### src/pkg/dot_display_pkg.sv
// Overview of operation
// - Flash select high: A4,A3 choose section.
// - Flash select low: flash RAM, A2-A0 location.
// - Clock source select: 1 internal, 0 external.
// - Internal: drive clock pin; external: input.
// - Write only while write and select low.
// - Drive data only while read, select low.
// - Eight character locations, code 000 leftmost.
// - Data bit 7 picks ASCII or glyph.
// - ASCII code bits 6-0; glyph index 3-0.
// - Glyph pointer low four bits select glyph.
// - Glyph row access uses current glyph pointer.
// - Row from A2-A0, dots from bits 4-0.
// - Bit 0 rightmost column, bit 4 leftmost.
// - Control word holds brightness, flash, blink, test, clear.
// - Flash write stores data bit 0.
package dot_display_pkg;

    // ************************************************************
    // Section decode and field layout
    // ************************************************************
    localparam logic [1:0] SEC_POINTER = 2'h0;
    localparam logic [1:0] SEC_GLYPH_ROW = 2'h1;
    localparam logic [1:0] SEC_CONTROL = 2'h2;
    localparam logic [1:0] SEC_CHAR = 2'h3;
    localparam int TYPE_BIT = 7;
    localparam int FLASH_BIT = 0;
    localparam int DIGITS = 8;
    localparam int GLYPHS = 16;
    localparam int ROWS = 7;
    localparam int DOTS = 5;
    localparam int PTR_BITS = 4;
    localparam logic [7:0] CHAR_RESET = 8'h20;
    localparam logic [7:0] CONTROL_RESET = 8'h00;
    localparam logic [3:0] POINTER_RESET = 4'h0;
    localparam int CTRL_BRIGHT_LSB = 0;
    localparam int CTRL_FLASH_EN = 3;
    localparam int CTRL_BLINK = 4;
    localparam int CTRL_SELF_TEST = 5;
    localparam int CTRL_CLEAR = 7;

    // Host bus pins as seen by the device.
    typedef struct packed {
        logic chip_select_n;
        logic write_n;
        logic read_n;
        logic flash_select_n;
        logic [4:0] addr;
        logic [7:0] data;
    } host_bus_t;

    // Decoded control word fields.
    typedef struct packed {
        logic [2:0] brightness;
        logic flash_enable;
        logic blink;
        logic self_test;
        logic clear;
    } control_t;

endpackage : dot_display_pkg

### src/logic/dot_matrix_display_host_port.sv
`timescale 1ns/100ps
// ************************************************************
// Dot matrix display host port
// ************************************************************
module dot_matrix_display_host_port (
    // Clock and reset.
    input wire logic clk,
    input wire logic sys_rst,
    // Host bus.
    input wire dot_display_pkg::host_bus_t bus,
    output logic [7:0] data_out,
    output logic data_oe_n,
    // Refresh clock pin.
    input wire logic clock_source_select,
    input wire logic master_clock,
    input wire logic clock_pin_in,
    output logic clock_pin_out,
    output logic clock_pin_oe_n,
    output logic refresh_clock,
    // Display contents for the refresh side.
    output logic [7:0] char_flat [dot_display_pkg::DIGITS],
    output logic [dot_display_pkg::DIGITS-1:0] flash_attr,
    output dot_display_pkg::control_t control
);
    import dot_display_pkg::*;

    logic wr_pulse;
    logic wr_flash;
    logic [4:0] wr_addr;
    logic [7:0] wr_data;
    logic [7:0] char_ram [DIGITS];
    logic [7:0] next_char_ram [DIGITS];
    logic [DIGITS-1:0] flash_ram;
    logic [DIGITS-1:0] next_flash_ram;
    logic [PTR_BITS-1:0] pointer;
    logic [PTR_BITS-1:0] next_pointer;
    logic [DOTS-1:0] glyph_row_ram [GLYPHS*ROWS];
    logic [DOTS-1:0] next_glyph_row_ram [GLYPHS*ROWS];
    logic [7:0] control_word;
    logic [7:0] next_control_word;
    logic [7:0] next_data_out;
    logic next_data_oe_n;
    logic [1:0] wr_section;
    logic [1:0] rd_section;
    logic [2:0] wr_loc;
    logic [2:0] rd_loc;
    logic read_active;
    logic [7:0] glyph_wr_index;
    logic [7:0] glyph_rd_index;

    // ************************************************************
    // Write capture
    // ************************************************************
    write_edge_capture u_capture (
        .clk(clk),
        .sys_rst(sys_rst),
        .bus(bus),
        .wr_pulse(wr_pulse),
        .wr_flash(wr_flash),
        .wr_addr(wr_addr),
        .wr_data(wr_data)
    );

    // Section and location decode for the captured write and live read.
    assign wr_section = wr_addr[4:3];
    assign wr_loc = wr_addr[2:0];
    assign rd_section = bus.addr[4:3];
    assign rd_loc = bus.addr[2:0];
    assign read_active = ~bus.read_n & ~bus.chip_select_n;
    // Glyph row index combines the pointer with the row address.
    assign glyph_wr_index = 8'(pointer) * 8'(ROWS) + 8'(wr_loc);
    assign glyph_rd_index = 8'(pointer) * 8'(ROWS) + 8'(rd_loc);

    // ************************************************************
    // Storage update
    // ************************************************************
    always_comb begin
        next_char_ram = char_ram;
        next_flash_ram = flash_ram;
        next_pointer = pointer;
        next_glyph_row_ram = glyph_row_ram;
        next_control_word = control_word;
        if (wr_pulse) begin
            if (!wr_flash) begin
                // Flash select low ignores the section bits.
                next_flash_ram[wr_loc] = wr_data[FLASH_BIT];
            end else begin
                case (wr_section)
                    SEC_POINTER: begin
                        next_pointer = wr_data[PTR_BITS-1:0];
                    end
                    SEC_GLYPH_ROW: begin
                        // Row code 111 has no row and is dropped.
                        if (wr_loc < 3'(ROWS)) begin
                            next_glyph_row_ram[glyph_wr_index[6:0]] =
                                wr_data[DOTS-1:0];
                        end
                    end
                    SEC_CONTROL: begin
                        next_control_word = wr_data;
                    end
                    SEC_CHAR: begin
                        next_char_ram[wr_loc] = wr_data;
                    end
                    default: begin
                        next_pointer = pointer;
                    end
                endcase
            end
        end
    end

    // Register all storage except the glyph rows.
    always_ff @(posedge clk) begin
        if (sys_rst) begin
            for (int i = 0; i < DIGITS; i++) begin
                char_ram[i] <= CHAR_RESET;
            end
            flash_ram <= '0;
            pointer <= POINTER_RESET;
            control_word <= CONTROL_RESET;
        end else begin
            char_ram <= next_char_ram;
            flash_ram <= next_flash_ram;
            pointer <= next_pointer;
            control_word <= next_control_word;
        end
    end

    // Glyph rows hold no reset state; the host loads them before use.
    always_ff @(posedge clk) begin
        glyph_row_ram <= next_glyph_row_ram;
    end

    // ************************************************************
    // Read path
    // ************************************************************
    always_comb begin
        next_data_out = 8'h00;
        next_data_oe_n = ~read_active;
        if (!bus.flash_select_n) begin
            next_data_out = {7'h00, flash_ram[rd_loc]};
        end else begin
            case (rd_section)
                SEC_POINTER: next_data_out = {4'h0, pointer};
                SEC_GLYPH_ROW: begin
                    if (rd_loc < 3'(ROWS)) begin
                        next_data_out = {3'h0,
                            glyph_row_ram[glyph_rd_index[6:0]]};
                    end
                end
                SEC_CONTROL: next_data_out = control_word;
                SEC_CHAR: next_data_out = char_ram[rd_loc];
                default: next_data_out = 8'h00;
            endcase
        end
    end

    // Register the read data and its enable.
    always_ff @(posedge clk) begin
        if (sys_rst) begin
            data_out <= 8'h00;
            data_oe_n <= 1'b1;
        end else begin
            data_out <= next_data_out;
            data_oe_n <= next_data_oe_n;
        end
    end

    // ************************************************************
    // Refresh clock selection
    // ************************************************************
    assign clock_pin_oe_n = ~clock_source_select;
    assign clock_pin_out = master_clock;
    assign refresh_clock = clock_source_select ? master_clock
                                               : clock_pin_in;

    // ************************************************************
    // Outputs to the refresh logic
    // ************************************************************
    generate
        for (genvar g = 0; g < DIGITS; g++) begin : g_digit
            // Bit 7 flags a glyph entry, else an ASCII code.
            assign char_flat[g] = char_ram[g];
        end
    endgenerate
    assign flash_attr = flash_ram;
    assign control.brightness = control_word[CTRL_BRIGHT_LSB +: 3];
    assign control.flash_enable = control_word[CTRL_FLASH_EN];
    assign control.blink = control_word[CTRL_BLINK];
    assign control.self_test = control_word[CTRL_SELF_TEST];
    assign control.clear = control_word[CTRL_CLEAR];

    // ************************************************************
    // Checks
    // ************************************************************
    a_oe_needs_read: assert property (@(posedge clk) disable iff (sys_rst)
        !data_oe_n |-> $past(read_active))
        else $error("Data bus driven without read and select.");
    a_pointer_load: assert property (@(posedge clk) disable iff (sys_rst)
        (wr_pulse && wr_flash && wr_section == SEC_POINTER)
        |=> pointer == $past(wr_data[3:0]))
        else $error("Glyph pointer did not load.");
    a_flash_write: assert property (@(posedge clk) disable iff (sys_rst)
        (wr_pulse && !wr_flash) |=> flash_ram[$past(wr_loc)] ==
        $past(wr_data[0]))
        else $error("Flash bit not stored.");
    a_char_write: assert property (@(posedge clk) disable iff (sys_rst)
        (wr_pulse && wr_flash && wr_section == SEC_CHAR)
        |=> char_ram[$past(wr_loc)] == $past(wr_data))
        else $error("Character entry not stored.");
    a_control_write: assert property (@(posedge clk) disable iff (sys_rst)
        (wr_pulse && wr_flash && wr_section == SEC_CONTROL)
        |=> control_word == $past(wr_data))
        else $error("Control word not stored.");
    a_flash_keeps_char: assert property (@(posedge clk) disable iff (sys_rst)
        (wr_pulse && !wr_flash) |=> $stable(char_ram[0])
        && $stable(control_word))
        else $error("Flash write disturbed another section.");
    a_clock_pin_dir: assert property (@(posedge clk) disable iff (sys_rst)
        clock_source_select |-> !clock_pin_oe_n
        && refresh_clock == master_clock)
        else $error("Internal clock not driven out.");
    a_no_write_idle: assert property (@(posedge clk) disable iff (sys_rst)
        !wr_pulse |=> $stable(pointer) && $stable(flash_ram))
        else $error("Storage changed without a write.");
    a_read_char: assert property (@(posedge clk) disable iff (sys_rst)
        (read_active && bus.flash_select_n && rd_section == SEC_CHAR
        && !wr_pulse) |=> data_out == $past(char_ram[rd_loc]))
        else $error("Character read returned wrong value.");

endmodule : dot_matrix_display_host_port

### src/logic/write_edge_capture.sv
`timescale 1ns/100ps
// ************************************************************
// Write strobe capture
// ************************************************************
module write_edge_capture (
    // Clock and reset.
    input wire logic clk,
    input wire logic sys_rst,
    // Host bus pins.
    input wire dot_display_pkg::host_bus_t bus,
    // Captured write, one-cycle pulse.
    output logic wr_pulse,
    output logic wr_flash,
    output logic [4:0] wr_addr,
    output logic [7:0] wr_data
);
    import dot_display_pkg::*;

    logic active;
    logic next_active;
    logic next_pulse;
    logic next_flash;
    logic [4:0] next_addr;
    logic [7:0] next_data;

    // Track the write window and record bus contents while it is open.
    always_comb begin
        next_active = ~bus.write_n & ~bus.chip_select_n;
        next_pulse = active & ~next_active;
        next_flash = wr_flash;
        next_addr = wr_addr;
        next_data = wr_data;
        if (next_active) begin
            // Sample only inside the window, so the last sample taken
            // there is the stored one and the closing edge adds nothing.
            next_flash = bus.flash_select_n;
            next_addr = bus.addr;
            next_data = bus.data;
        end
    end

    // Register the window state and captured values.
    always_ff @(posedge clk) begin
        if (sys_rst) begin
            active <= 1'b0;
            wr_pulse <= 1'b0;
            wr_flash <= 1'b1;
            wr_addr <= 5'h00;
            wr_data <= 8'h00;
        end else begin
            active <= next_active;
            wr_pulse <= next_pulse;
            wr_flash <= next_flash;
            wr_addr <= next_addr;
            wr_data <= next_data;
        end
    end

    // A pulse follows the close of a write window by one edge.
    a_pulse_after_end: assert property (@(posedge clk) disable iff (sys_rst)
        (active && !next_active) |=> wr_pulse)
        else $error("Write end did not raise the capture pulse.");

endmodule : write_edge_capture

### config.mk
export PLATFORM = sky130hd
export DESIGN_NAME = dot_matrix_display_host_port
export DESIGN_NICKNAME = d
export VERILOG_FILES = /design/src/pkg/dot_display_pkg.sv /design/src/logic/dot_matrix_display_host_port.sv /design/src/logic/write_edge_capture.sv
export SDC_FILE = /design/constraint.sdc
export NUM_CORES = 1
export LEC_CHECK = 0
export BUFFER_PORTS_ARGS = -buffer_cell sky130_fd_sc_hd__buf_2
export CAP_MARGIN = 5
export CORE_MARGIN = 4
export CORE_UTILIZATION = 55
export CTS_BUF_LIST = sky130_fd_sc_hd__clkbuf_16
export DETAILED_ROUTE_END_ITERATION = 16
export PLACE_DENSITY = 0.72
export SLEW_MARGIN = 0
export SYNTH_ARGS = -nofsm -noshare
export SYNTH_HDL_FRONTEND = slang
export SYNTH_HIERARCHICAL = 1
export SYNTH_SLANG_ARGS = --single-unit
export TNS_END_PERCENT = 30
### constraint.sdc
create_clock -name clk -period 6.6 [get_ports clk]
set_clock_uncertainty 0.15 [all_clocks]
set_input_delay 1.32 -clock clk [delete_from_list [all_inputs] [get_ports clk]]
set_output_delay 1.32 -clock clk [all_outputs]
set_load 0.02 [all_outputs]
# Word level (Yosys, flattened, before mapping)
# Index checks and enable logic that the tools add are counted.
# word_totals
regBits	669
word_cells	198
# op_classes
n_addsub	2
n_mul	1
magnitude_cmp	11
eq_ne	6
muxes	21
bitwise_logic	15
n_reduce_logical	11
# ops
operator	count
$bwmux W560	1
$bwmux W64	1
$bmux W5 S7	1
$demux W5 S7	1
$pmux W8 S4	1
$bmux W8 S3	1
$demux W8 S3	1
$mux W8	3
$mux W5	4
$ge A8 B8 Y1 const B	2
$not A7 Y8	2
$add A7 B3 Y7	2
$reduce_and A3 Y1	3
$bwmux W8	1
$eq A2 B2 Y1 const B	4
$ge A4 B4 Y1 const B	2
$lt A3 B4 Y1 const B	2
$lt A8 B1 Y1 const B	1
$not A1 Y1	8
$not A3 Y4	2
$mul A4 B3 Y7 const B	1
$lt A3 B3 Y1 const B	2
$eq A2 B1 Y1 const B	2
$logic_not A2 Y1	2
other kinds (10)	17

# Logic depth before layout (Yosys ltp)
# Gate-level depths: netlist of the first run.
# logic_depth
word_depth	9
mapped_depth	15
ltp_nobuf	12

# Hierarchy
# The synthesis of the first run kept the hierarchy.
# by_module_without_submodules
mod	instances	cells_per_inst	area_per_inst_um2	seq_area_each_um2
dot_matrix_display_host_port	1	1621	27236.1	18677.9
write_edge_capture	1	68	643.1	320.3

# Worst setup path after synthesis of the first run
# No wires, ideal clock.
# synth_timing
path_kind	input -> register
startpoint	in bus[8] (netlist name)
endpoint	reg data_out[4]
t_arrival_ns	4.032
required_ns	6.332
setup_slack_ns	2.301
stages	10
cell_sequence	ha_1 -> fa_1 -> buf_2 -> buf_2 -> clkbuf_1 -> mux4_2 -> mux4_2 -> mux2i_1 -> o21ai_1 -> o2111a_1
# synth_via
elab_chain_cells	7
# synth_lines
item	line_no	rtl
start, declared	dot_matrix_display_host_port.sv:10	input wire dot_display_pkg::host_bus_t bus,
$add A7 B3 Y7	dot_matrix_display_host_port.sv:72	assign glyph_rd_index = 8'(pointer) * 8'(ROWS) + 8'(rd_loc);
$not A7 Y8 (not written as such)	dot_matrix_display_host_port.sv:149	glyph_row_ram[glyph_rd_index[6:0]]};
$bmux W5 S7	dot_matrix_display_host_port.sv:149	
$mux W5 (not written as such) (2 in a row)	dot_matrix_display_host_port.sv:149	
$mux W5	dot_matrix_display_host_port.sv:147	if (rd_loc < 3'(ROWS)) begin
$pmux W8 S4 (*)	dot_matrix_display_host_port.sv:144	case (rd_section)
end signal, assigned	dot_matrix_display_host_port.sv:165	data_out <= next_data_out;
end, declared	dot_matrix_display_host_port.sv:11	output logic [7:0] data_out,
# Every way passes the cells marked *; elsewhere a longest branch is shown, timed or not. The select of a mux whose other input is x is not followed.
# A chain may end at the register's enable or synchronous reset.

# Worst setup path after layout of the first run
# layout_timing
startpoint	reg pointer[0]
endpoint	reg data_out[4]
# layout_via
elab_chain_cells	8
# layout_lines
item	line_no	rtl
start, declared	dot_matrix_display_host_port.sv:35	logic [PTR_BITS-1:0] pointer;
start signal, assigned	dot_matrix_display_host_port.sv:125	pointer <= next_pointer;
$mul A4 B3 Y7	dot_matrix_display_host_port.sv:72	
$add A7 B3 Y7	dot_matrix_display_host_port.sv:72	
$not A7 Y8 (not written as such)	dot_matrix_display_host_port.sv:149	
$bmux W5 S7	dot_matrix_display_host_port.sv:149	
$mux W5 (not written as such) (2 in a row)	dot_matrix_display_host_port.sv:149	
$mux W5	dot_matrix_display_host_port.sv:147	
$pmux W8 S4	dot_matrix_display_host_port.sv:144	
# Every way passes these cells. The select of a mux whose other input is x is not followed.

==> summary by stage, run 1 <==
Run status
The run finished with clean final reports.

STA
Setup repair after global routing left no endpoint under its margin. The final setup violation count is 0. The max-slew violation count is 0. The clock period could shrink to 5050 ps. Measured against its own limit, the worst slew margin works out to 13.8%.

The number of hold-slack violations in the final timing report is 0. Timing would allow up to 198 MHz. At the pin with the least slew margin, the transition time is 1290 ps. The post-route clock period utilization is 76.5%.

The worst hold margin is 311 ps. Summed over all failing endpoints, the final setup total negative slack is 0 ps.

Clocking
The clock tree buffer depth is 3. TritonCTS created 67 clock buffers. The CTS H-tree depth is 3.

Counting every sink on the clock net gives 669. TritonCTS built the clock tree. Once the clock tree was built, the resizer swapped 0 gates to a different size.

For the worst-skew pair, the clock arrives at the later sink with an insertion delay of 600 ps. The count of buffers added by post-CTS timing repair for setup is 0. The number of hold buffers added after CTS was 0. The root buffer cell chosen for the clock tree is sky130_fd_sc_hd__clkbuf_16. The register clock-pin slew on the reported worst setup and hold paths is 60 ps.

Setup path
The worst register-to-register path has a setup slack of 1550 ps. The critical-path maximum fanout is 34. The startpoint identified for the worst register-to-register timing path is pointer[0]$_SDFFE_PP0P_. The worst-path cell with the longest stage delay is sky130_fd_sc_hd__mux4_2. The end of the worst register-to-register path is data_out[4]$_SDFF_PP0_.

The worst setup path is launched from a flop. The worst register-to-register path has a depth of 13. The signal on the critical path passes through inv_1, fa_1, inv_1, ha_1, ha_1, nand3_1, a21o_1, nand2_2, buf_4, mux4_2, mux2i_1, o21ai_1, o2111a_1.

By startpoint and endpoint, the worst setup path is classified as flop to flop. The family with the most delay on the worst path is adder cells. The critical path required time is 6930 ps.

The critical path contains buffers and inverters numbering 3 combined. Following the worst setup path forward leads to its endpoint at data_out[4]$_SDFF_PP0_. The critical path starts at pointer[0]$_SDFFE_PP0P_. The worst setup path is captured at a flop. STA puts the critical path data arrival time at 5380 ps. The critical path runs through a total of 13 cells.

The largest single stage delay on the critical path is 620 ps.

Die
The horizontal die dimension is 233 microns. The total number of placement rows is 82. 113 I/O pins were placed. The core region is 50,200 sq um.

The die covers 54,400 sq um. The effective utilization at floorplan is 55.6%. The floorplan step set the die height to 233 microns.

Drt
The number of optimization iterations in the first detailed-route pass is 5. In this run, the number of DRC markers left after iteration 0 of detailed routing was 1,744. The routed layout has 15,844 vias. After detailed routing, the number of remaining DRC violations is 0.

The antenna violation net count after detailed routing is 0. The per-cell routed wire length is 26.0 microns. After detailed routing, the number of vias per cell comes to 6.30.

The total wire length after detailed routing is 65.3 mm.

Yosys
In this run the mean area of a mapped cell was 16.5 sq um. The number of flops mapped to enable cells by yosys is 560. After synthesis, the netlist uses 73 different library cells. In the synthesized netlist the dominant register cell turns out to be sky130_fd_sc_hd__edfxtp_1. When the netlist entered floorplanning its net count stood at 1,729. After technology mapping, the gate count stands at 1,689. For this run, the number of Yosys warnings is 6. In the synthesized netlist the async set-or-reset flop fraction comes to 0%. Synthesis inferred 669 register bits. Summing the sequential cell areas from Yosys gives 68.1% of the chip area.

The cell area that synthesis handed to floorplanning was 27,900 sq um.

Pwr
The design draws 8.65 mW. For this design the static power due to leakage is 10.7 nW. The maximum VDD drop is 0.187 mV. In this run the power density over the cells is 278 nW/um^2.

Placed design
Routability-driven placement finished with a final weighted congestion of 0.869. Including well taps, the total number of placed cells is 2,392. The number of port buffers is 112. Once detailed placement completed, the half-perimeter wirelength came to 41.6 mm.

The placed cell area is 29,000 sq um.

Final layout
The number of diodes is 0. The number of fill cells in the layout is 3,464. The cell area after layout is 31,100 sq um. The multi-input combinational cells in the finished layout cover a total of 8230 sq um.

Across the whole layout, storage elements account for 19,000 sq um. The finished layout holds 2,515 standard cells, fillers aside. Cells with a size suffix above 1 make up 21.5% of the layout. The number of nets in the final layout is 1,829. Relative to the synthesized area, the layout overhead comes to 11.6%.

Hold path
The worst hold path class is flop to flop.

Global routing
The pin count of the biggest net entering global routing is 122. The first-pass GRT wire length is 98.5 mm. Global routing used 4.91% of the available met3 tracks.

The initial antenna violation count is 2. After global routing the overflow that remains totals 0. The global-route met2 utilization is 37.6%.

The via count of the first global-routing pass is 15,605. The global routing stage identified its most utilized layer as met2. The global routing usage on met1 is 34.4%. Global routing used 24.3% of the available tracks across all layers.

Run
The reported max-cap violation count is 0.
## worst min path at each step
stage / cells after the start / end / startpoint
detailed placement: 2 / control_word[6]$_SDFFE_PP0P_ / control_word[6]$_SDFFE_PP0P_
CTS: 2 / control_word[6]$_SDFFE_PP0P_ / control_word[6]$_SDFFE_PP0P_
floorplan: 2 / control_word[6]$_SDFFE_PP0P_ / control_word[6]$_SDFFE_PP0P_
global placement: 2 / control_word[6]$_SDFFE_PP0P_ / control_word[6]$_SDFFE_PP0P_
finish: 2 / control_word[6]$_SDFFE_PP0P_ / control_word[6]$_SDFFE_PP0P_
global route: 2 / control_word[6]$_SDFFE_PP0P_ / control_word[6]$_SDFFE_PP0P_
## cells in the mapped netlist (8+ instances only)
library cell	instances	area, sq um
sky130_fd_sc_hd__nor2b_1	9	56.3
sky130_fd_sc_hd__mux2i_1	84	841
sky130_fd_sc_hd__a211oi_1	21	158
sky130_fd_sc_hd__a2111oi_0	16	140
sky130_fd_sc_hd__buf_6	9	101
sky130_fd_sc_hd__and3_1	12	75.1
sky130_fd_sc_hd__nand3_1	29	145
sky130_fd_sc_hd__nor3_1	8	40.0
sky130_fd_sc_hd__buf_4	16	120
sky130_fd_sc_hd__buf_1	10	37.5
sky130_fd_sc_hd__nand2_1	107	402
sky130_fd_sc_hd__buf_2	18	90.1
sky130_fd_sc_hd__dfxtp_1	109	2180
sky130_fd_sc_hd__a21boi_0	16	120
sky130_fd_sc_hd__or3b_1	10	87.6
sky130_fd_sc_hd__ha_1	12	150
sky130_fd_sc_hd__a211o_1	11	96.3
sky130_fd_sc_hd__o21ai_0	18	90.1
sky130_fd_sc_hd__xnor2_1	10	87.6
sky130_fd_sc_hd__nor2_1	206	773
sky130_fd_sc_hd__edfxtp_1	560	16800
sky130_fd_sc_hd__clkbuf_1	52	195
sky130_fd_sc_hd__mux4_2	130	2930
sky130_fd_sc_hd__inv_1	15	56.3
sky130_fd_sc_hd__mux4_1	29	762
sky130_fd_sc_hd__a21oi_1	58	290
sky130_fd_sc_hd__a311oi_1	8	70.1
## sequential cells by signal, summed over array words and instances, names as in the netlist, 4 cells and up
name	flops
data_out	8
pointer	4
control_word	8
glyph_row_ram	560
flash_attr	8
u_capture/wr_addr	5
char_flat	64
u_capture/wr_data	8
## tightest hold or removal path: cells and delay by family (launching register included)
kind            cells  cell delay [ps]
flops               1              310
simple gates        1               50
compound gates      1               50
## per-stage QoR
stage | util [%] | setup slack (ps)
after global placement | 57.8 | 1270
after detailed placement | 57.8 | 1270
after CTS | 62.0 | 1520
after global routing | 62.0 | 1280
after floorplan | - | 2300
final | 62.0 | 1550
## routing by layer
layer / part of all wire [%] / vias up
met5: 0.044 / -
met4: 3.8 / 4
met3: 10 / 153
met2: 47 / 892
met1: 39 / 7954
li1: - / 6841
## power by group
| group | switching [mW] | internal (mW) |
|---|---|---|
| combinational | 0.223 | 0.149 |
| sequential | 0.0245 | 4.57 |
| clock | 1.57 | 2.12 |
| total | 1.81 | 6.84 |
## placed cells by master, fill, tap and decap left out, drive strengths merged, types with 9 or more instances in the layout
| master | n |
|---|---|
| edfxtp | 560 |
| nor2 | 207 |
| mux4 | 159 |
| buf | 143 |
| dfxtp | 109 |
| nand2 | 107 |
| mux2i | 84 |
| clkbuf | 68 |
| a21oi | 59 |
| inv | 38 |
| nand3 | 29 |
| clkinv | 23 |
| a211oi | 21 |
| o21ai | 20 |
| a2111oi | 17 |
| a21boi | 16 |
| or3b | 13 |
| and3 | 12 |
| ha | 12 |
| a211o | 11 |
| xnor2 | 10 |
| nor2b | 9 |
| nor3 | 9 |
## logic make-up (layout without fill, tap and decap cells)
kind of cell	Yosys count	after routing	synth area share, %
XOR/XNOR	14	14	0.498
AND/OR/NAND/NOR	423	423	6.73
flip-flops	669	669	68.1
adder cells (fa/ha/maj)	18	18	0.969
multiplexers	246	246	16.4
AO/OA/AOI/OAI	192	192	4.78
buffers and inverters	127	281	2.50
## area by class of cell
cell class              count  share of cell area [%]
flip-flops and latches    669                    61.1
multi-input cells         893                    26.5
clock buffers              68                    5.47
well taps                 672                    2.70
repair buffers            143                    2.67
clock inverters            55                    1.42
inverters                  15                   0.181
Note: power is estimated with default switching activity, not from simulation.
==> run 2, diff against run 1 <==
==> constraint.sdc (replaced) <==
create_clock -name clk -period 5 [get_ports clk]
set_clock_uncertainty 0.15 [all_clocks]
set_input_delay 1 -clock clk [delete_from_list [all_inputs] [get_ports clk]]
set_output_delay 1 -clock clk [all_outputs]
set_load 0.02 [all_outputs]
==> run 2 against run 1 <==
- fmax increased by 5.1%
- die area unchanged
- setup slack got worse by 1400 ps
- critical path depth decreased by 1
- first-iteration DRC count increased by 6.5%
- global-route usage about the same
- wire length increased by 0.52%
- flip-flop and latch count unchanged
- worst hold slack got worse by 1.9 ps
- sequential power increased by 32%
- critical endpoint is now data_out[2]$_SDFF_PP0_
- largest cell class unchanged
- largest power group unchanged
==> summary by stage, run 2 (synthesis gave the netlist of run 1 again) <==
Die
The effective utilization at floorplan is 55.6% (unchanged). The y dimension of the die was 233 microns (unchanged). The total number of placement rows is 82 (unchanged). The core footprint is 50,200 sq um (unchanged). The boundary pin count came to 113 (unchanged).

The horizontal die dimension is 233 microns (unchanged). The full die area came to 54,400 sq um (unchanged).

Clocking
The worst-skew pair later-pin latency is 610 ps (about the same). The clock tree buffer depth is 3 (unchanged). The register clock-pin slew on the reported worst setup and hold paths came to 60 ps (about the same).

The root buffer selected by CTS is sky130_fd_sc_hd__clkbuf_16. The number of hold buffers added after CTS is 0 (unchanged). The total CTS buffers is 66 (-1.5%). The clock tree from TritonCTS is done. The clock sink total is 669 (unchanged). The CTS H-tree depth was 3 (unchanged).

STA
The number of hold-slack violations in the final timing report is 0 (unchanged). The final total negative setup slack was 0 ps (unchanged). The post-route clock period utilization is 96.1% (+20 points). Setup repair after global routing left no endpoint under its margin. The transition time at the pin with the least slew margin is 1210 ps (-87.0 ps). The time the worst path needs with I/O delays and setup came to 4800 ps (-244 ps). The highest clock rate is 208 MHz (+5.1%). The max-slew violation count is 0 (unchanged). The worst hold margin is 309 ps (-1.93 ps). The final setup violation count was 0 (unchanged). The relative slew slack is 19.3% (+5.5 points).

Setup path
The critical path's most frequent cell is sky130_fd_sc_hd__inv_1. The worst setup path is captured at a flop. The critical path data arrival time is 5190 ps (-190 ps). The worst-path cell with the longest stage delay is sky130_fd_sc_hd__a311oi_1. The setup path with the least slack is of type flop to flop. The kind of launch point of the worst setup path is a flop. The worst stage delay on the critical path is 700 ps (+80 ps). The critical-path maximum fanout is 7 (-79%). The critical path required time was 5390 ps (-1540 ps).

The signal on the critical path passes through inv_1, fa_1, inv_1, ha_1, fa_1, inv_1, a211oi_1, xor3_2, or2_1, a311oi_1, o31ai_1, o21ba_1.

Global routing
The via count of the first global-routing pass is 15,395 (-1.3%). The first-pass GRT wire length is 98.9 mm (+0.37%). The initial antenna violation count is 0 (-2).

The pin count of the biggest net entering global routing is 74 (-39%). The total global routing overflow was 0 (unchanged). The global-route total usage across every layer was 24.3% (+0.043 points).

Final layout
The flip-flop count of the largest register, all copies and words added came to 560 (unchanged). The share of the core filled with cells in the final layout is 62.2% (+0.20 points). The number of nets in the final layout is 1,842 (+0.71%). The final standard cell count with taps included and fillers excluded is 2,523 (+0.32%). Leaving out fill and tap cells, the most frequent cell in the layout is sky130_fd_sc_hd__edfxtp_1. The number of fill cells in the layout came to 3,503 (+1.1%).

Leaving out fill and tap cells, the most frequent cells in the layout are sky130_fd_sc_hd__edfxtp_1, sky130_fd_sc_hd__nor2_1, sky130_fd_sc_hd__mux4_2. Compared with the post-synthesis result, the final layout area differs by 12.0%. The fraction of layout cells with a size suffix above 1 is 21.9% (+0.45 points). The register with the most flip-flops is glyph_row_ram.

The number of diodes was 0 (unchanged).

Placed design
The number of port buffers was 112 (unchanged). The weighted congestion at the end of routability-driven global placement is 0.888 (+2.2%). The count of placed standard cells including taps is 2,406 (+0.59%).

The HPWL reported at the end of detailed placement is 41.2 mm (-0.78%).

Drt
The total wire length after detailed routing is 65.6 mm (+0.52%). The routed via count is 15,843 (-0.0063%). The mean number of vias per cell is 6.28 (-0.32%). The number of optimization iterations in the first detailed-route pass is 6 (+1). The antenna violation net count after detailed routing is 0 (unchanged). The number of DRC violations after detailed-routing iteration 0 is 1,858 (+6.5%). The per-cell routed wire length is 26.0 microns (+0.20%). The number of remaining DRC errors came to 0 (unchanged).

Hold path
In this run the worst hold path is classified as flop to flop.

Pwr
The leakage power was 10.8 nW (+0.59%). The maximum VDD drop was 0.253 mV (+35%). The power per cell area is 363 nW/um^2 (+30%).

Run
The reported max-cap violation count is 0 (unchanged).

Run status
The run finished with clean final reports.
[run 2: changes by cell type in the layout (fill, tap and decap cells not counted), sizes merged]
cell      change
clkinv        -1
buf          +14
inv           -1
bufinv        -1
clkinvlp      -3
[run 2: final cells by class]
type	instances	area, sq um	area share [%]
clock buffer	68	1700	5.45
tap	672	841	2.69
sequential	669	19000	60.9
clock inverter	49	372	1.19
multi-input combinational	893	8250	26.4
inverter	15	56.3	0.180
timing repair buffer	157	986	3.16
[run 2: metal layers]
metal  global-route usage (%)  vias up  part of all wire (%)
met5                        0        -                     0
met4                     8.20        0                   2.5
met3                     4.11      100                   9.0
met2                     37.2      844                    47
met1                     36.0     8045                    41
li1                         -     6854                     -
[run 2: path summary, 6_finish.rpt]
path	to	from	slack, ps	cells past startpoint
setup / recovery	data_out[2]$_SDFF_PP0_	pointer[1]$_SDFFE_PP0P_	200	12
hold / removal	u_capture/wr_pulse$_SDFF_PP0_	u_capture/active$_SDFF_PP0_	310	1
setup reg to reg	data_out[2]$_SDFF_PP0_	pointer[1]$_SDFFE_PP0P_	200	12
hold reg to reg	u_capture/wr_pulse$_SDFF_PP0_	u_capture/active$_SDFF_PP0_	310	1
[run 2: worst max-delay path, delay by kind of cell, from the launching register on]
| family | cells | cell delay [ps] |
|---|---|---|
| DFF | 1 | 450 |
| buffers and inverters | 3 | 350 |
| AOI/OAI and AO/OA | 4 | 1650 |
| and+or+nand+nor | 1 | 310 |
| xor gates and xnor gates | 1 | 440 |
| adders and majority gates | 3 | 1390 |
[run 2: through the flow]
stage / cell area (sq um) / power [mW] / setup slack, ps
global route: 31200 / 11.7 / 37.3
global placement: 29100 / 6.67 / 266
floorplan: 27900 / 6.52 / 1020
finish: 31200 / 11.3 / 197
CTS: 31200 / 11.4 / 170
detailed placement: 29100 / 6.68 / 199
[run 2: timing repair]
| item | CTS | global route |
|---|---|---|
| buffers inserted | 0 | 0 |
| endpoints found under the setup margin | 0 | 3 |
| resized for setup | 0 | 4 |
[run 2: report_power, final]
| group | switching [mW] | internal [mW] |
|---|---|---|
| logic | 0.289 | 0.203 |
| clock network | 2.03 | 2.73 |
| registers | 0.0446 | 6.03 |
| total | 2.36 | 8.96 |
==> run 3, diff against run 2 <==
--- a/config.mk
+++ b/config.mk
@@ -11,6 +11,7 @@
 export CORE_UTILIZATION = 55
 export CTS_BUF_LIST = sky130_fd_sc_hd__clkbuf_16
 export DETAILED_ROUTE_END_ITERATION = 16
+export MAX_ROUTING_LAYER = met4
 export PLACE_DENSITY = 0.72
 export SLEW_MARGIN = 0
 export SYNTH_ARGS = -nofsm -noshare
==> constraint.sdc (replaced) <==
create_clock -name clk -period 4.7 [get_ports clk]
set_clock_uncertainty 0.15 [all_clocks]
set_input_delay 0.94 -clock clk [delete_from_list [all_inputs] [get_ports clk]]
set_output_delay 0.94 -clock clk [all_outputs]
set_load 0.02 [all_outputs]
==> run 3 against run 2 <==
- clock power increased by 9.0%
- fmax increased by 2.3%
- highest routed layer unchanged
- setup slack got worse by 190 ps
- core utilization increased by 0.28 points
- global-route usage increased by 1.1 points
- count of clock-buffer cells in the layout unchanged
==> summary by stage, run 3 (synthesis gave the netlist of run 1 again) <==
Drt
The number of DRC violations after detailed-routing iteration 0 is 2,030 (+9.3%). The total wire length after detailed routing came to 67.0 mm (+2.1%). The per-cell routed wire length came to 26.4 microns (+1.5%). The mean number of vias per cell was 6.29 (+0.18%).

The number of optimization iterations in the first detailed-route pass is 6 (unchanged). The antenna violation net count after detailed routing is 0 (unchanged). The routed via count is 15,959 (+0.73%). The number of remaining DRC errors is 0 (unchanged).

Global routing
The pin count of the biggest net entering global routing was 76 (+2.7%). The initial antenna violation count is 1 (+1). The via count of the first global-routing pass was 15,393 (-0.013%). The total global routing overflow is 0 (unchanged). The global-route total usage across every layer is 25.4% (+1.1 points). The first-pass GRT wire length is 99.4 mm (+0.49%).

Setup path
The critical path data arrival time was 4780 ps (-410 ps). Walking the worst path, the cells encountered are inv_1, fa_1, inv_1, ha_1, ha_1, a21oi_1, nand2b_1, xnor2_1, nor2_1, nand2_1, nor2_1. The sum of buffers and inverters on the critical path is 2 (-1). The kind of critical path is flop to flop.

The cell count along the critical path is 11 (-1). The critical-path maximum fanout is 8 (+1). The number of cells traversed by the worst register-to-register path was 11 (-1). The family with the most delay on the worst path is simple AND/OR/NAND/NOR gates. The setup slack of the most critical reg-to-reg path is 3 ps (-190 ps). The critical path required time is 4790 ps (-600 ps). The capture point of the worst path is glyph_row_ram[184]$_DFFE_PP_. The worst setup path is captured at a flop. The launching instance or port of the critical path is pointer[1]$_SDFFE_PP0P_.

The worst stage delay on the critical path is 600 ps (-100 ps). The kind of launch point of the worst setup path is a flop. The origin of the critical flop-to-flop path is pointer[1]$_SDFFE_PP0P_. Among all stages on the critical path, the largest delay is contributed by sky130_fd_sc_hd__nor2_1. The end of the worst register-to-register path is glyph_row_ram[184]$_DFFE_PP_.

STA
The transition time at the pin with the least slew margin is 1240 ps (+31.5 ps). The time the worst path needs with I/O delays and setup is 4700 ps (-106 ps). The final total negative setup slack was 0 ps (unchanged). The post-route clock period utilization is 99.9% (+3.9 points).

The highest clock rate was 213 MHz (+2.3%). The max-slew violation count is 0 (unchanged). The relative slew slack is 17.2% (-2.1 points).

The number of hold-slack violations in the final timing report is 0 (unchanged). Setup repair after global routing could not meet its margin everywhere. The final setup violation count was 0 (unchanged).

Clocking
The clock sink total is 669 (unchanged). The number of hold buffers added after CTS is 0 (unchanged). TritonCTS built the clock tree.

The register clock-pin slew on the reported worst setup and hold paths is 60 ps (about the same). The total CTS buffers is 67 (+1.5%). The CTS H-tree depth is 3 (unchanged). The worst-skew pair later-pin latency is 590 ps (-20 ps). The count of buffers added by post-CTS timing repair for setup is 0 (unchanged). The clock tree buffer depth was 3 (unchanged). The root buffer selected by CTS is sky130_fd_sc_hd__clkbuf_16.

Placed design
The number of port buffers came to 112 (unchanged). The weighted congestion at the end of routability-driven global placement is 0.940 (+5.9%). The placed cell area is 29,200 sq um (+0.24%). The HPWL reported at the end of detailed placement is 42.8 mm (+3.8%).

Die
The total number of placement rows came to 82 (unchanged). The effective utilization at floorplan came to 55.6% (unchanged). The full die area is 54,400 sq um (unchanged). The horizontal die dimension is 233 microns (unchanged). The boundary pin count came to 113 (unchanged). The y dimension of the die is 233 microns (unchanged). The core footprint is 50,200 sq um (unchanged).

Final layout
The fraction of layout cells with a size suffix above 1 came to 23.2% (+1.2 points). The cell area after layout came to 31,400 sq um (+0.46%). The flip-flop count of the largest register, all copies and words added is 560 (unchanged).

The top cell types in the final layout, fill and taps aside, are sky130_fd_sc_hd__edfxtp_1, sky130_fd_sc_hd__nor2_1, sky130_fd_sc_hd__mux4_2. More flip-flops sit in one register than any other, and that register is glyph_row_ram. The number of nets in the final layout is 1,854 (+0.65%). Leaving out fill and tap cells, the most frequent cell in the layout is sky130_fd_sc_hd__edfxtp_1. The number of diodes was 0 (unchanged). The post-synthesis to final-layout area growth is 12.5%.

Run status
The run finished with clean final reports.

Run
The reported max-cap violation count is 0 (unchanged).

Hold path
The worst hold path class is flop to flop.

Pwr
The leakage power is 10.8 nW (+0.57%). The maximum VDD drop is 0.247 mV (-2.4%). The power per cell area is 388 nW/um^2 (+7.0%).
## run 3: worst min-delay path, cell delays in order (launching register included)
cell,delay (ps)
sky130_fd_sc_hd__dfxtp_1,310
sky130_fd_sc_hd__nand2_1,50
sky130_fd_sc_hd__a21oi_1,50
## run 3: timing repair
action | CTS | global route
setup endpoints to repair | 0 | 369
endpoints found under the hold margin | 0 | 0
gates resized for setup | 0 | 11
## run 3: per-layer routing
layer	track usage (%)	vias to the layer above	part of all wire, %	routed length (microns)
met2	38.1	880	47	31600
met4	8.97	0	3.2	2170
met1	35.1	8066	40	26600
met3	5.44	134	9.9	6620
li1	-	6879	-	-
met5	-	-	0	0
## run 3: area by class of cell
class | instances | area (sq um)
Clock buffer | 68 | 1700
Clock inverter | 52 | 428
Fill cell | 3551 | 18800
Inverter | 15 | 56.3
Multi-Input combinational cell | 893 | 8260
Sequential cell | 669 | 19000
Tap cell | 672 | 841
Timing Repair Buffer | 168 | 1060
## run 3: how the worst min path moves through the flow
stage,depth (start not counted),slack [ps],to,from
after floorplan,2,290,control_word[6]$_SDFFE_PP0P_,control_word[6]$_SDFFE_PP0P_
after global placement,2,290,control_word[6]$_SDFFE_PP0P_,control_word[6]$_SDFFE_PP0P_
after detailed placement,2,300,control_word[6]$_SDFFE_PP0P_,control_word[6]$_SDFFE_PP0P_
after CTS,2,310,control_word[6]$_SDFFE_PP0P_,control_word[6]$_SDFFE_PP0P_
after global routing,1,320,u_capture/wr_pulse$_SDFF_PP0_,u_capture/active$_SDFF_PP0_
final,2,310,control_word[6]$_SDFFE_PP0P_,control_word[6]$_SDFFE_PP0P_
## run 3: report_power, final
| group | switching [mW] | internal [mW] |
|---|---|---|
| Combinational | 0.306 | 0.218 |
| Sequential | 0.0538 | 6.41 |
| Clock | 2.21 | 2.97 |
| Total | 2.57 | 9.60 |
## run 3: through the flow
step / setup slack [ps] / instances / total power, mW / utilization (%) / hold WS (ps)
5_1_grt: -124 / 2537 / 12.5 / 62.5 / 317
6_report: 3.43 / 2537 / 12.2 / 62.5 / 307
3_5_place_dp: 209 / 2417 / 7.11 / 58.2 / 300
3_3_place_gp: 267 / 2417 / 7.11 / 58.2 / 293
4_1_cts: 151 / 2537 / 12.2 / 62.4 / 309
2_1_floorplan: 781 / 1689 / 6.94 / - / 287
